===== config.mk =====
export PLATFORM = sky130hd
export DESIGN_NAME = bstc_top
export DESIGN_NICKNAME = d
export VERILOG_FILES = /design/src/hdl/bstc_top.v /design/src/hdl/bstc_sec_timer.v
export VERILOG_INCLUDE_DIRS = /design/src /design/src/hdl
export SDC_FILE = /design/constraint.sdc
export NUM_CORES = 1
export LEC_CHECK = 0
export ABC_AREA = 0
export BUFFER_PORTS_ARGS = -buffer_cell sky130_fd_sc_hd__buf_4
export CELL_PAD_IN_SITES_DETAIL_PLACEMENT = 1
export CELL_PAD_IN_SITES_GLOBAL_PLACEMENT = 1
export CORE_MARGIN = 10
export CORE_UTILIZATION = 38
export CTS_BUF_LIST = sky130_fd_sc_hd__clkbuf_8
export DETAILED_ROUTE_END_ITERATION = 6
export GPL_ROUTABILITY_DRIVEN = 0
export PLACE_DENSITY_LB_ADDON = 0.1
export SLEW_MARGIN = 20
export SYNTH_ARGS = -nofsm -noshare
export SYNTH_HDL_FRONTEND = slang
export SYNTH_SLANG_ARGS = --single-unit

===== constraint.sdc =====
create_clock -name clk_sys_in -period 11.89 [get_ports clk_sys_in]
set_clock_uncertainty 0.15 [all_clocks]
set_input_delay 1.189 -clock clk_sys_in [delete_from_list [all_inputs] [get_ports clk_sys_in]]
set_output_delay 1.189 -clock clk_sys_in [all_outputs]
set_load 0.005 [all_outputs]

===== src/hdl/bstc_defines.vh =====
`ifndef BSTC_DEFINES_VH
`define BSTC_DEFINES_VH

// register offsets on the host register port
`define BSTC_ADDR_SINK_GROUP_SELECT     8'h05
`define BSTC_ADDR_PWM_SCALE_ENABLE      8'h06
`define BSTC_ADDR_BACKLIGHT_OFF_TIMER   8'h07
`define BSTC_ADDR_BACKLIGHT_DIM_TIMER   8'h08
`define BSTC_ADDR_BACKLIGHT_FADE_RATES  8'h09

// field positions
`define BSTC_SINK_MSB                   6
`define BSTC_SINK_LSB                   0
`define BSTC_TIMEOUT_MSB                6
`define BSTC_TIMEOUT_LSB                0
`define BSTC_FADE_OUT_MSB               7
`define BSTC_FADE_OUT_LSB               4
`define BSTC_FADE_IN_MSB                3
`define BSTC_FADE_IN_LSB                0

// reset values
`define BSTC_RST_SINK_GROUP_SELECT      7'h00
`define BSTC_RST_PWM_SCALE_ENABLE       7'h00
`define BSTC_RST_OFF_TIMEOUT            7'h00
`define BSTC_RST_DIM_TIMEOUT            7'h00
`define BSTC_RST_FADE_RATES             8'h00
`define BSTC_FADE_DISABLED              4'h0

// timing
`define BSTC_CLK_KHZ                    40000
`define BSTC_SECOND_MS                  1000
`define BSTC_SECOND_CYCLES              (`BSTC_SECOND_MS * `BSTC_CLK_KHZ)

`endif


===== src/hdl/bstc_top.v =====
// What this block does
// - set select bit makes sink independent; clear bit follows group backlight lit state.
// - select bits 6..0 are sinks 7..1; bit 7 reserved.
// - pwm-enable set lets external pwm scale that sink's current.
// - pwm-enable clear ignores pwm; bits 6..0 sinks 7..1, bit 7 reserved.
// - off timeout expiry turns backlight off; 7-bit field bits 6..0.
// - with dim timeout enabled, off timeout counts only after dim expires.
// - off code zero disables; code N means N seconds, up to 127.
// - dim timeout expiry sets backlight to dim current; 7-bit field.
// - dim count starts once backlight reaches maximum current.
// - dim code zero disables; code N means N seconds, up to 127.
// - fade register holds fade-out rate high nibble, fade-in low nibble.
// - fade-out code zero changes level instantly, otherwise fades at rate.
`timescale 1ns/1ps
`default_nettype none
`include "bstc_defines.vh"

module bstc_top #(
    parameter SECOND_CYCLES = `BSTC_SECOND_CYCLES
) (
    input  wire       clk_sys_in,                  // 40 MHz system clock
    input  wire       sys_rst_in,                  // async reset, active high
    input  wire [7:0] reg_addr_in,                 // register offset
    input  wire [7:0] reg_wdata_in,                // write data
    input  wire       reg_wr_in,                   // write strobe, one cycle
    input  wire       reg_rd_in,                   // read strobe, one cycle
    output reg  [7:0] reg_rdata_out,               // read data, next cycle
    input  wire       backlight_group_enable_in,   // shared backlight enable
    input  wire       at_max_current_in,           // backlight reached max current
    input  wire [6:0] sink_enable_in,              // own enables of independent sinks
    input  wire       pwm_in,                      // external pwm pin
    output reg  [6:0] sink_on_out,                 // sink current switched on
    output reg  [6:0] sink_drive_out,              // sink drive after pwm scaling
    output reg        backlight_on_out,            // group backlight lit
    output reg        backlight_dim_out,           // group at dim current
    output reg        backlight_fading_out,        // fade toward dim or off requested
    output reg  [3:0] fade_out_rate_out,           // fade-out rate code
    output reg  [3:0] fade_in_rate_out             // fade-in rate code
);

    localparam [4:0] ST_IDLE = 5'b00001;
    localparam [4:0] ST_RAMP = 5'b00010;
    localparam [4:0] ST_MAX  = 5'b00100;
    localparam [4:0] ST_DIM  = 5'b01000;
    localparam [4:0] ST_OFF  = 5'b10000;

    localparam [31:0] SEC_LAST = SECOND_CYCLES - 1;

    reg [6:0] sink_sel_q;
    reg [6:0] pwm_scale_q;
    reg [6:0] off_secs_q;
    reg [6:0] dim_secs_q;
    reg [7:0] fade_rates_q;

    reg       pwm_meta_q;
    reg       pwm_sync_q;
    reg       en_meta_q;
    reg       en_sync_q;
    reg       max_meta_q;
    reg       max_sync_q;

    reg [4:0] state_q;
    reg [4:0] state_d;
    reg [31:0] presc_q;
    reg        tick_q;

    wire wr_off  = reg_wr_in && (reg_addr_in == `BSTC_ADDR_BACKLIGHT_OFF_TIMER);
    wire wr_dim  = reg_wr_in && (reg_addr_in == `BSTC_ADDR_BACKLIGHT_DIM_TIMER);
    wire dim_on  = (dim_secs_q != 7'h00);
    wire off_on  = (off_secs_q != 7'h00);

    // restarts when a count is rewritten or when its phase begins
    wire enter_max   = (state_d == ST_MAX) && (state_q != ST_MAX);
    wire enter_dim   = (state_d == ST_DIM) && (state_q != ST_DIM);
    wire dim_restart = wr_dim || enter_max;
    wire off_restart = wr_off || enter_dim || (enter_max && !dim_on);
    wire dim_run     = (state_q == ST_MAX);
    wire off_run     = (state_q == ST_DIM) || ((state_q == ST_MAX) && !dim_on);
    wire dim_expired;
    wire off_expired;

    // register writes; reserved bits are not stored
    always @(posedge clk_sys_in or posedge sys_rst_in)
    begin
        if (sys_rst_in)
        begin
            sink_sel_q   <= `BSTC_RST_SINK_GROUP_SELECT;
            pwm_scale_q  <= `BSTC_RST_PWM_SCALE_ENABLE;
            off_secs_q   <= `BSTC_RST_OFF_TIMEOUT;
            dim_secs_q   <= `BSTC_RST_DIM_TIMEOUT;
            fade_rates_q <= `BSTC_RST_FADE_RATES;
        end
        else if (reg_wr_in)
        begin
            case (reg_addr_in)
                `BSTC_ADDR_SINK_GROUP_SELECT:
                    sink_sel_q <= reg_wdata_in[`BSTC_SINK_MSB:`BSTC_SINK_LSB];
                `BSTC_ADDR_PWM_SCALE_ENABLE:
                    pwm_scale_q <= reg_wdata_in[`BSTC_SINK_MSB:`BSTC_SINK_LSB];
                `BSTC_ADDR_BACKLIGHT_OFF_TIMER:
                    off_secs_q <= reg_wdata_in[`BSTC_TIMEOUT_MSB:`BSTC_TIMEOUT_LSB];
                `BSTC_ADDR_BACKLIGHT_DIM_TIMER:
                    dim_secs_q <= reg_wdata_in[`BSTC_TIMEOUT_MSB:`BSTC_TIMEOUT_LSB];
                `BSTC_ADDR_BACKLIGHT_FADE_RATES:
                    fade_rates_q <= reg_wdata_in;
                default:
                    sink_sel_q <= sink_sel_q;
            endcase
        end
    end

    // read data registered; reserved bit 7 and unmapped offsets read zero
    always @(posedge clk_sys_in or posedge sys_rst_in)
    begin
        if (sys_rst_in)
            reg_rdata_out <= 8'h00;
        else if (reg_rd_in)
        begin
            case (reg_addr_in)
                `BSTC_ADDR_SINK_GROUP_SELECT:    reg_rdata_out <= {1'b0, sink_sel_q};
                `BSTC_ADDR_PWM_SCALE_ENABLE:     reg_rdata_out <= {1'b0, pwm_scale_q};
                `BSTC_ADDR_BACKLIGHT_OFF_TIMER:  reg_rdata_out <= {1'b0, off_secs_q};
                `BSTC_ADDR_BACKLIGHT_DIM_TIMER:  reg_rdata_out <= {1'b0, dim_secs_q};
                `BSTC_ADDR_BACKLIGHT_FADE_RATES: reg_rdata_out <= fade_rates_q;
                default:                         reg_rdata_out <= 8'h00;
            endcase
        end
    end

    // pins from outside the clock domain
    always @(posedge clk_sys_in or posedge sys_rst_in)
    begin
        if (sys_rst_in)
        begin
            pwm_meta_q <= 1'b0;
            pwm_sync_q <= 1'b0;
            en_meta_q  <= 1'b0;
            en_sync_q  <= 1'b0;
            max_meta_q <= 1'b0;
            max_sync_q <= 1'b0;
        end
        else
        begin
            pwm_meta_q <= pwm_in;
            pwm_sync_q <= pwm_meta_q;
            en_meta_q  <= backlight_group_enable_in;
            en_sync_q  <= en_meta_q;
            max_meta_q <= at_max_current_in;
            max_sync_q <= max_meta_q;
        end
    end

    // prescaler realigns on every timer restart so a timeout is a full N seconds
    always @(posedge clk_sys_in or posedge sys_rst_in)
    begin
        if (sys_rst_in)
        begin
            presc_q <= 32'h0000_0000;
            tick_q  <= 1'b0;
        end
        else if (dim_restart || off_restart)
        begin
            presc_q <= 32'h0000_0000;
            tick_q  <= 1'b0;
        end
        else if (presc_q == SEC_LAST)
        begin
            presc_q <= 32'h0000_0000;
            tick_q  <= 1'b1;
        end
        else
        begin
            presc_q <= presc_q + 32'h0000_0001;
            tick_q  <= 1'b0;
        end
    end

    bstc_sec_timer #(
        .W (7)
    ) u_dim_timer (
        .clk_sys_in  (clk_sys_in),
        .sys_rst_in  (sys_rst_in),
        .restart_in  (dim_restart),
        .run_in      (dim_run),
        .tick_in     (tick_q),
        .seconds_in  (dim_secs_q),
        .expired_out (dim_expired),
        .armed_out   ()
    );

    bstc_sec_timer #(
        .W (7)
    ) u_off_timer (
        .clk_sys_in  (clk_sys_in),
        .sys_rst_in  (sys_rst_in),
        .restart_in  (off_restart),
        .run_in      (off_run),
        .tick_in     (tick_q),
        .seconds_in  (off_secs_q),
        .expired_out (off_expired),
        .armed_out   ()
    );

    // group backlight sequence
    always @*
    begin
        state_d = state_q;
        if (!en_sync_q)
            state_d = ST_IDLE;
        else
        begin
            case (state_q)
                ST_IDLE: state_d = ST_RAMP;
                ST_RAMP:
                    if (max_sync_q)
                        state_d = ST_MAX;
                ST_MAX:
                    if (dim_on && dim_expired)
                        state_d = ST_DIM;
                    else if (!dim_on && off_expired)
                        state_d = ST_OFF;
                ST_DIM:
                    if (off_expired)
                        state_d = ST_OFF;
                ST_OFF:  state_d = ST_OFF;
                default: state_d = ST_IDLE;
            endcase
        end
    end

    always @(posedge clk_sys_in or posedge sys_rst_in)
    begin
        if (sys_rst_in)
            state_q <= ST_IDLE;
        else
            state_q <= state_d;
    end

    // outputs
    always @(posedge clk_sys_in or posedge sys_rst_in)
    begin
        if (sys_rst_in)
        begin
            sink_on_out          <= 7'h00;
            sink_drive_out       <= 7'h00;
            backlight_on_out     <= 1'b0;
            backlight_dim_out    <= 1'b0;
            backlight_fading_out <= 1'b0;
            fade_out_rate_out    <= 4'h0;
            fade_in_rate_out     <= 4'h0;
        end
        else
        begin
            backlight_on_out  <= (state_q == ST_RAMP) || (state_q == ST_MAX) || (state_q == ST_DIM);
            backlight_dim_out <= (state_q == ST_DIM);
            // nonzero fade-out rate holds the fade flag while heading to dim or off
            backlight_fading_out <= ((state_q == ST_DIM) || (state_q == ST_OFF))
                && (fade_rates_q[`BSTC_FADE_OUT_MSB:`BSTC_FADE_OUT_LSB] != `BSTC_FADE_DISABLED);
            fade_out_rate_out <= fade_rates_q[`BSTC_FADE_OUT_MSB:`BSTC_FADE_OUT_LSB];
            fade_in_rate_out  <= fade_rates_q[`BSTC_FADE_IN_MSB:`BSTC_FADE_IN_LSB];
            sink_on_out <= (sink_sel_q & sink_enable_in)
                | (~sink_sel_q & {7{backlight_on_out}});
            // unscaled sinks ignore the pwm pin entirely
            sink_drive_out <= sink_on_out & (~pwm_scale_q | {7{pwm_sync_q}});
        end
    end

endmodule

`default_nettype wire


===== src/hdl/bstc_sec_timer.v =====
`timescale 1ns/1ps
`default_nettype none

// counts whole seconds of tick pulses; zero seconds means disabled
module bstc_sec_timer #(
    parameter W = 7
) (
    input  wire         clk_sys_in,   // system clock
    input  wire         sys_rst_in,   // async reset, active high
    input  wire         restart_in,   // reload and clear elapsed count
    input  wire         run_in,       // count only while high
    input  wire         tick_in,      // one-second enable pulse
    input  wire [W-1:0] seconds_in,   // timeout in seconds, 0 = off
    output reg          expired_out,  // one-cycle pulse at timeout
    output wire         armed_out     // timer loaded with nonzero time
);

    reg  [W-1:0] elapsed_q;
    reg          armed_q;
    wire [W-1:0] elapsed_inc = elapsed_q + {{(W-1){1'b0}}, 1'b1};

    assign armed_out = armed_q;

    always @(posedge clk_sys_in or posedge sys_rst_in)
    begin
        if (sys_rst_in)
        begin
            elapsed_q   <= {W{1'b0}};
            armed_q     <= 1'b0;
            expired_out <= 1'b0;
        end
        else
        begin
            expired_out <= 1'b0;
            if (restart_in)
            begin
                elapsed_q <= {W{1'b0}};
                armed_q   <= (seconds_in != {W{1'b0}});
            end
            else if (armed_q && run_in && tick_in)
            begin
                if (elapsed_inc == seconds_in)
                begin
                    expired_out <= 1'b1;
                    armed_q     <= 1'b0;
                end
                elapsed_q <= elapsed_inc;
            end
        end
    end

endmodule

`default_nettype wire


-- After elaboration in Yosys (flattened, before gate mapping)
Index checks and enable logic that the tools add are counted.
- add/sub/neg operators: 3
- reduce and logical (&&, ||, !) cells: 36
- bitwise operators: 7
- muxes and demuxes: 27
- equality and inequality tests: 17
- operator list (kind ; number):
    32-bit 2-to-1 mux ; 2
    8-bit one-hot mux with 5 select lines ; 1
    32-bit by 1-bit adder with 32-bit output, second input constant ; 1
    32-bit by 26-bit equality test with 1-bit output, second input constant ; 1
    7-bit 2-to-1 mux ; 4
    5-bit 2-to-1 mux ; 5
    5-bit one-hot mux with 5 select lines ; 1
    8-bit by 3-bit equality test with 1-bit output, second input constant ; 3
    7-bit AND ; 3
    8-bit by 4-bit equality test with 1-bit output, second input constant ; 2
    7-bit by 1-bit adder with 7-bit output, second input constant ; 2
    7-bit equality test ; 2
    1-bit 2-to-1 mux ; 14
    7-bit inverter ; 2
    7-bit bitwise OR ; 2
    2-bit AND reduction ; 7
    7-bit nonzero test ; 2
    1-bit logical AND ; 13
    5-bit by 3-bit equality test with 1-bit output, second input constant ; 2
    5-bit by 4-bit equality test with 1-bit output, second input constant ; 2
    1-bit logical OR ; 8
    2-bit nonzero test ; 4
    5-bit by 1-bit equality test with 1-bit output, second input constant ; 1
    5-bit by 2-bit equality test with 1-bit output, second input constant ; 1
    other kinds (5) ; 5
- bits in registers: 131
- input bits: 30
- word-level logic and storage cells: 118

-- Longest topological paths before layout
- depth in word-level cells: 13
- gate-level depth with buffers: 9
- mapped depth without buffers: 7

-- Cells and area by module
From an unflattened synthesis, not the netlist that was laid out.
- cell total of the unflattened synthesis: 539
- area total of the unflattened synthesis: 6138.4 µm²
- modules (own cells, without submodules) (module ; times used ; area an instance (µm²) ; cells each ; seq. area each (µm²)):
    bstc_top ; 1 ; 4934.7 ; 407 ; 2829.0
    bstc_sec_timer ; 2 ; 601.8 ; 66 ; 225.2

-- Worst setup path after synthesis
OpenSTA, ideal clock, no wires.
- path kind: input -> register
- start point: in reg_addr_in[5]
- end point: reg pwm_scale_q[0]
- setup time: 125 ps
- arrival time: 2916 ps
- buffers on the path: 1
- data required time: 11615 ps
- slack: 8699 ps
- stages: 5
- path through: or4_1 nor3_1 and2_1 buf_2 mux2_2
- word-level cells in the longest chain between the ends: 2
- RTL lines (what ; line ; source):
    from (decl) ; bstc_top.v:23 ; input wire [7:0] reg_addr_in,
    8-bit by 3-bit equality test with 1-bit output ; bstc_top.v:95 ; case (reg_addr_in)
    2-bit AND reduction (no line) ; -- ;
    to (signal assigned) ; bstc_top.v:88 ; pwm_scale_q <= `BSTC_RST_PWM_SCALE_ENABLE;
    to (signal assigned) ; bstc_top.v:99 ; pwm_scale_q <= reg_wdata_in[`BSTC_SINK_MSB:`BSTC_SINK_LSB];
    to (decl) ; bstc_top.v:50 ; reg [6:0] pwm_scale_q;
No other way between the ends.
A chain may end at the register's enable or synchronous reset.

-- Final worst setup path
- start point: in reg_addr_in[5]
- end point: reg u_dim_timer.armed_q, in the netlist u_dim_timer.armed_out
- word-level cells in the longest chain between the ends: 5
- elaborated cells between the ends (all ways): 7
- classes of those cells: 1 x eq/ne; 1 x mux; 5 x reduce/logical
- RTL lines (what ; line ; source):
    8-bit by 4-bit equality test with 1-bit output * ; -- ;
    1-bit logical AND * ; bstc_top.v:68 ; wire wr_dim = reg_wr_in && (reg_addr_in == `BSTC_ADDR_BACKLIGHT_DIM_TIMER);
    1-bit logical OR * ; bstc_top.v:75 ; wire dim_restart = wr_dim || enter_max;
    2-bit nonzero test (no line) ; -- ;
    2-bit AND reduction (no line) ; -- ;
    to (signal assigned) ; bstc_sec_timer.v:38 ; armed_q <= (seconds_in != {W{1'b0}});
    to (decl) ; bstc_sec_timer.v:19 ; reg armed_q;
Mark *: on every way between the ends. The rest lies on a longest branch, timed or not.

==> flow_summary_export.csv <==
group,metric,value,unit
logic_synthesis,synth_warnings,0,
power,ir_drop,0.07376,mV
routing,drtAntennaViolNets,0,
die,die_w,147.1,um
finish,diodes,0,
routing,drc_errors,0,
place,pre_cts_ws,8027,ps
grt,grt_remaining_overflow,0,
die,num_rows,46,
place,hpwlAfterDp,11.37,mm
clock_network,post_cts_resized,0,
critical_path,endpoint_kind,"flop",
clock_network,clk_latency,450,ps
clock_network,cts.sinks,131,
routing,dr.pass1.iters,5,
logic_synthesis,yosys_most_used_dff,"dfrtp_1",
routing,avgViaCountPerCell,5.313,
die,start_util,38.76,%
routing,vias,4495,
routing,drt_iter0_markers,248,
grt,antenna_found_initial,0,
power,power_density,142.9,nW/um2
die,die_y,147.1,um
die,core,15830,um2
sta,tns,0,ps
logic_synthesis,async_flop_share,100.0,%
clock_network,cts_tree,"done",
logic_synthesis,ys_types,58,
critical_path,critPathArrivalTime,3620,ps
critical_path,cp_max_fo,42,
finish,fill_cells,1761,
grt,grt_pass1_wl,26.36,mm
grt,grt_max_degree,78,
grt,grt_pass1_vias,4834,
clock_network,numCtsBuffers,17,
sta,hold_violations,0,
sta,slew_viol_final,0,
place,portBuffers,62,
finish,largest_reg_flops,32,
status,status,"finished, final reports clean",
logic_synthesis,synthCells,554,
critical_path,crit_required,12100,ps
sta,fin_ws,8481,ps
logic_synthesis,syn_avg_cell_area,11.07,um2
finish,syn_to_final_growth,16.50,%
hold_path,hp-class,"reg2reg",
clock_network,cts_max_level,4,
sta,finalCritPeriodShare,28.67,%
sta,period_minus_slack,3409,ps
power,finalPower,1021,uW
clock_network,cts.reportedPaths.clkPinSlew,80,ps
logic_synthesis,synth_edf_count,0,
logic_synthesis,yosysTopAreaCell,"dfrtp_1",
power,p_leak,0.003222,uW
logic_synthesis,post-synth-top-count-cell,"dfrtp_1",
clock_network,clockBufferDepth,2,
sta,setup_viol,0,
clock_network,clock-root-buffer,"clkbuf_8",
clock_network,postCtsHoldBufs,0,
clock_network,post-cts-setup-buffers,0,
logic_synthesis,synth_seq_cells,131,
critical_path,setup.worst_path.class,"in2reg",
logic_synthesis,syn-num-nets,587,
finish,final_nets,650,
routing,wl_per_cell,18.65,um
sta,rsz0062_at_grt,"false",
logic_synthesis,ys_seq_area_share,53.46,%
die,ios,63,
finish,top_regs,"presc_q (32), fade_rates_q (8), reg_rdata_out (8)",
routing,routed_wl,15.78,mm
sta,max_freq,0.2933,GHz
logic_synthesis,synth.top_cell.area_share,53.03,%
finish,drive_gt1_share,24.44,%
finish,final_util,45.15,%
grt,track_usage,15.08,%
logic_synthesis,synth_area,6135,um2
logic_synthesis,synthTopCellsByCount,"130 x dfrtp_1, 57 x nor2_1, 44 x nor3_1",
sta,slew_headroom,31.93,%
logic_synthesis,synth_area_leaders,"dfrtp_1 53%, mux2_2 7.9%, xnor2_1 5.4%",
finish,largest-register,"presc_q",
sta,worst_slew_pin_slew,1018,ps
die,dieArea,21630,um2
run,maxCapViolations,0,
critical_path,critPathLaunchType,"primary input",
[cells in the final DEF (no fill, tap or decap), types with 2 or more instances in the layout]
master | netlist | routed
clkinv_2 | 0 | 2
a21oi_1 | 8 | 8
and2_1 | 3 | 3
nor4_1 | 11 | 11
o21ai_0 | 4 | 4
dfrtp_1 | 130 | 130
xor2_1 | 22 | 22
o31ai_1 | 2 | 2
clkinv_4 | 0 | 5
or2_2 | 2 | 2
clkbuf_8 | 0 | 18
mux2_2 | 43 | 43
and3_1 | 4 | 4
nand2_1 | 39 | 39
xnor2_1 | 38 | 38
a22oi_1 | 7 | 7
mux2i_1 | 8 | 8
nor2_1 | 57 | 57
clkinvlp_4 | 0 | 2
nand4_1 | 13 | 13
buf_4 | 0 | 65
a31oi_1 | 10 | 10
inv_6 | 0 | 4
and4_1 | 6 | 6
nor4b_1 | 3 | 3
ha_1 | 3 | 3
nand3_1 | 15 | 15
nor3_1 | 44 | 44
or4_1 | 3 | 3
nand2b_1 | 5 | 5
inv_1 | 9 | 9
a222oi_1 | 7 | 7
or4_4 | 2 | 2
a21boi_0 | 7 | 7
nor2b_1 | 4 | 4
[cell families (layout without fill, tap and decap cells)]
logic type               count (synthesis)  count (layout)  synth area share (%)
buffers and inverters                   30             106                 2.243
flip-flops                             131             131                 53.46
multiplexers                            51              51                 9.198
AO/OA/AOI/OAI                           57              57                 7.078
adder cells (fa/ha/maj)                  3               3                0.6119
AND/OR/NAND/NOR                        222             222                 18.85
XOR/XNOR                                60              60                 8.566
[stage by stage]
| stage | std cells | area, um2 | hold slack (ps) |
|---|---|---|---|
| after floorplan | 554 | 6135 | 181.2 |
| after global placement | 814 | 6792 | 186.1 |
| after detailed placement | 814 | 6792 | 196.5 |
| after CTS | 846 | 7147 | 225.7 |
| after global routing | 846 | 7147 | 232.5 |
| final | 846 | 7147 | 218.3 |
[layer usage]
metal	part of all wire [%]	vias to the layer above	GRT usage, %
met5	0	-	0
met4	1.1	0	4.609
met3	2.5	15	3.256
met2	48	51	23.87
met1	48	2316	20.21
li1	-	2113	-
[cell type report]
type | count | area, um2 | area share (%)
Tap cell | 216 | 270.3 | 3.782
Timing Repair Buffer | 65 | 488.0 | 6.828
Sequential cell | 131 | 3279 | 45.89
Multi-Input combinational cell | 393 | 2718 | 38.03
Inverter | 9 | 36.28 | 0.5077
Clock inverter | 14 | 107.6 | 1.506
Clock buffer | 18 | 247.7 | 3.466
[worst max-delay path, cell delays in order]
cell	delay, ps
buf_4	110
or4_1	580
nor3_2	540
nand2_1	400
nand2_1	140
buf_4	410
mux2i_1	240
[power by group]
group,switching (uW),internal (uW),leakage (uW)
logic,78.4,77.0,0.00131
clock network,190,152,0.000182
registers,41.1,483,0.00173
total,309,712,0.00322
[path summary, 6_finish.rpt]
| check | start | depth (start not counted) | slack [ps] | endpoint |
|---|---|---|---|---|
| worst max-delay path | reg_addr_in[5] | 7 | 8480 | u_dim_timer.armed_out$_DFFE_PP0P_ |
| worst max register to register | state_q[3]$_DFF_PP0_ | 7 | 8940 | u_off_timer.armed_out$_DFFE_PP0P_ |
| max in group asynchronous | sys_rst_in | 3 | 9430 | presc_q[6]$_DFF_PP0_ |
| worst min register to register | pwm_meta_q$_DFF_PP0_ | 0 | 220 | pwm_sync_q$_DFF_PP0_ |
| min in group asynchronous | sys_rst_in | 2 | 710 | presc_q[12]$_DFF_PP0_ |
| worst min-delay path | pwm_meta_q$_DFF_PP0_ | 0 | 220 | pwm_sync_q$_DFF_PP0_ |
Power figures use the tool's default switching activity.
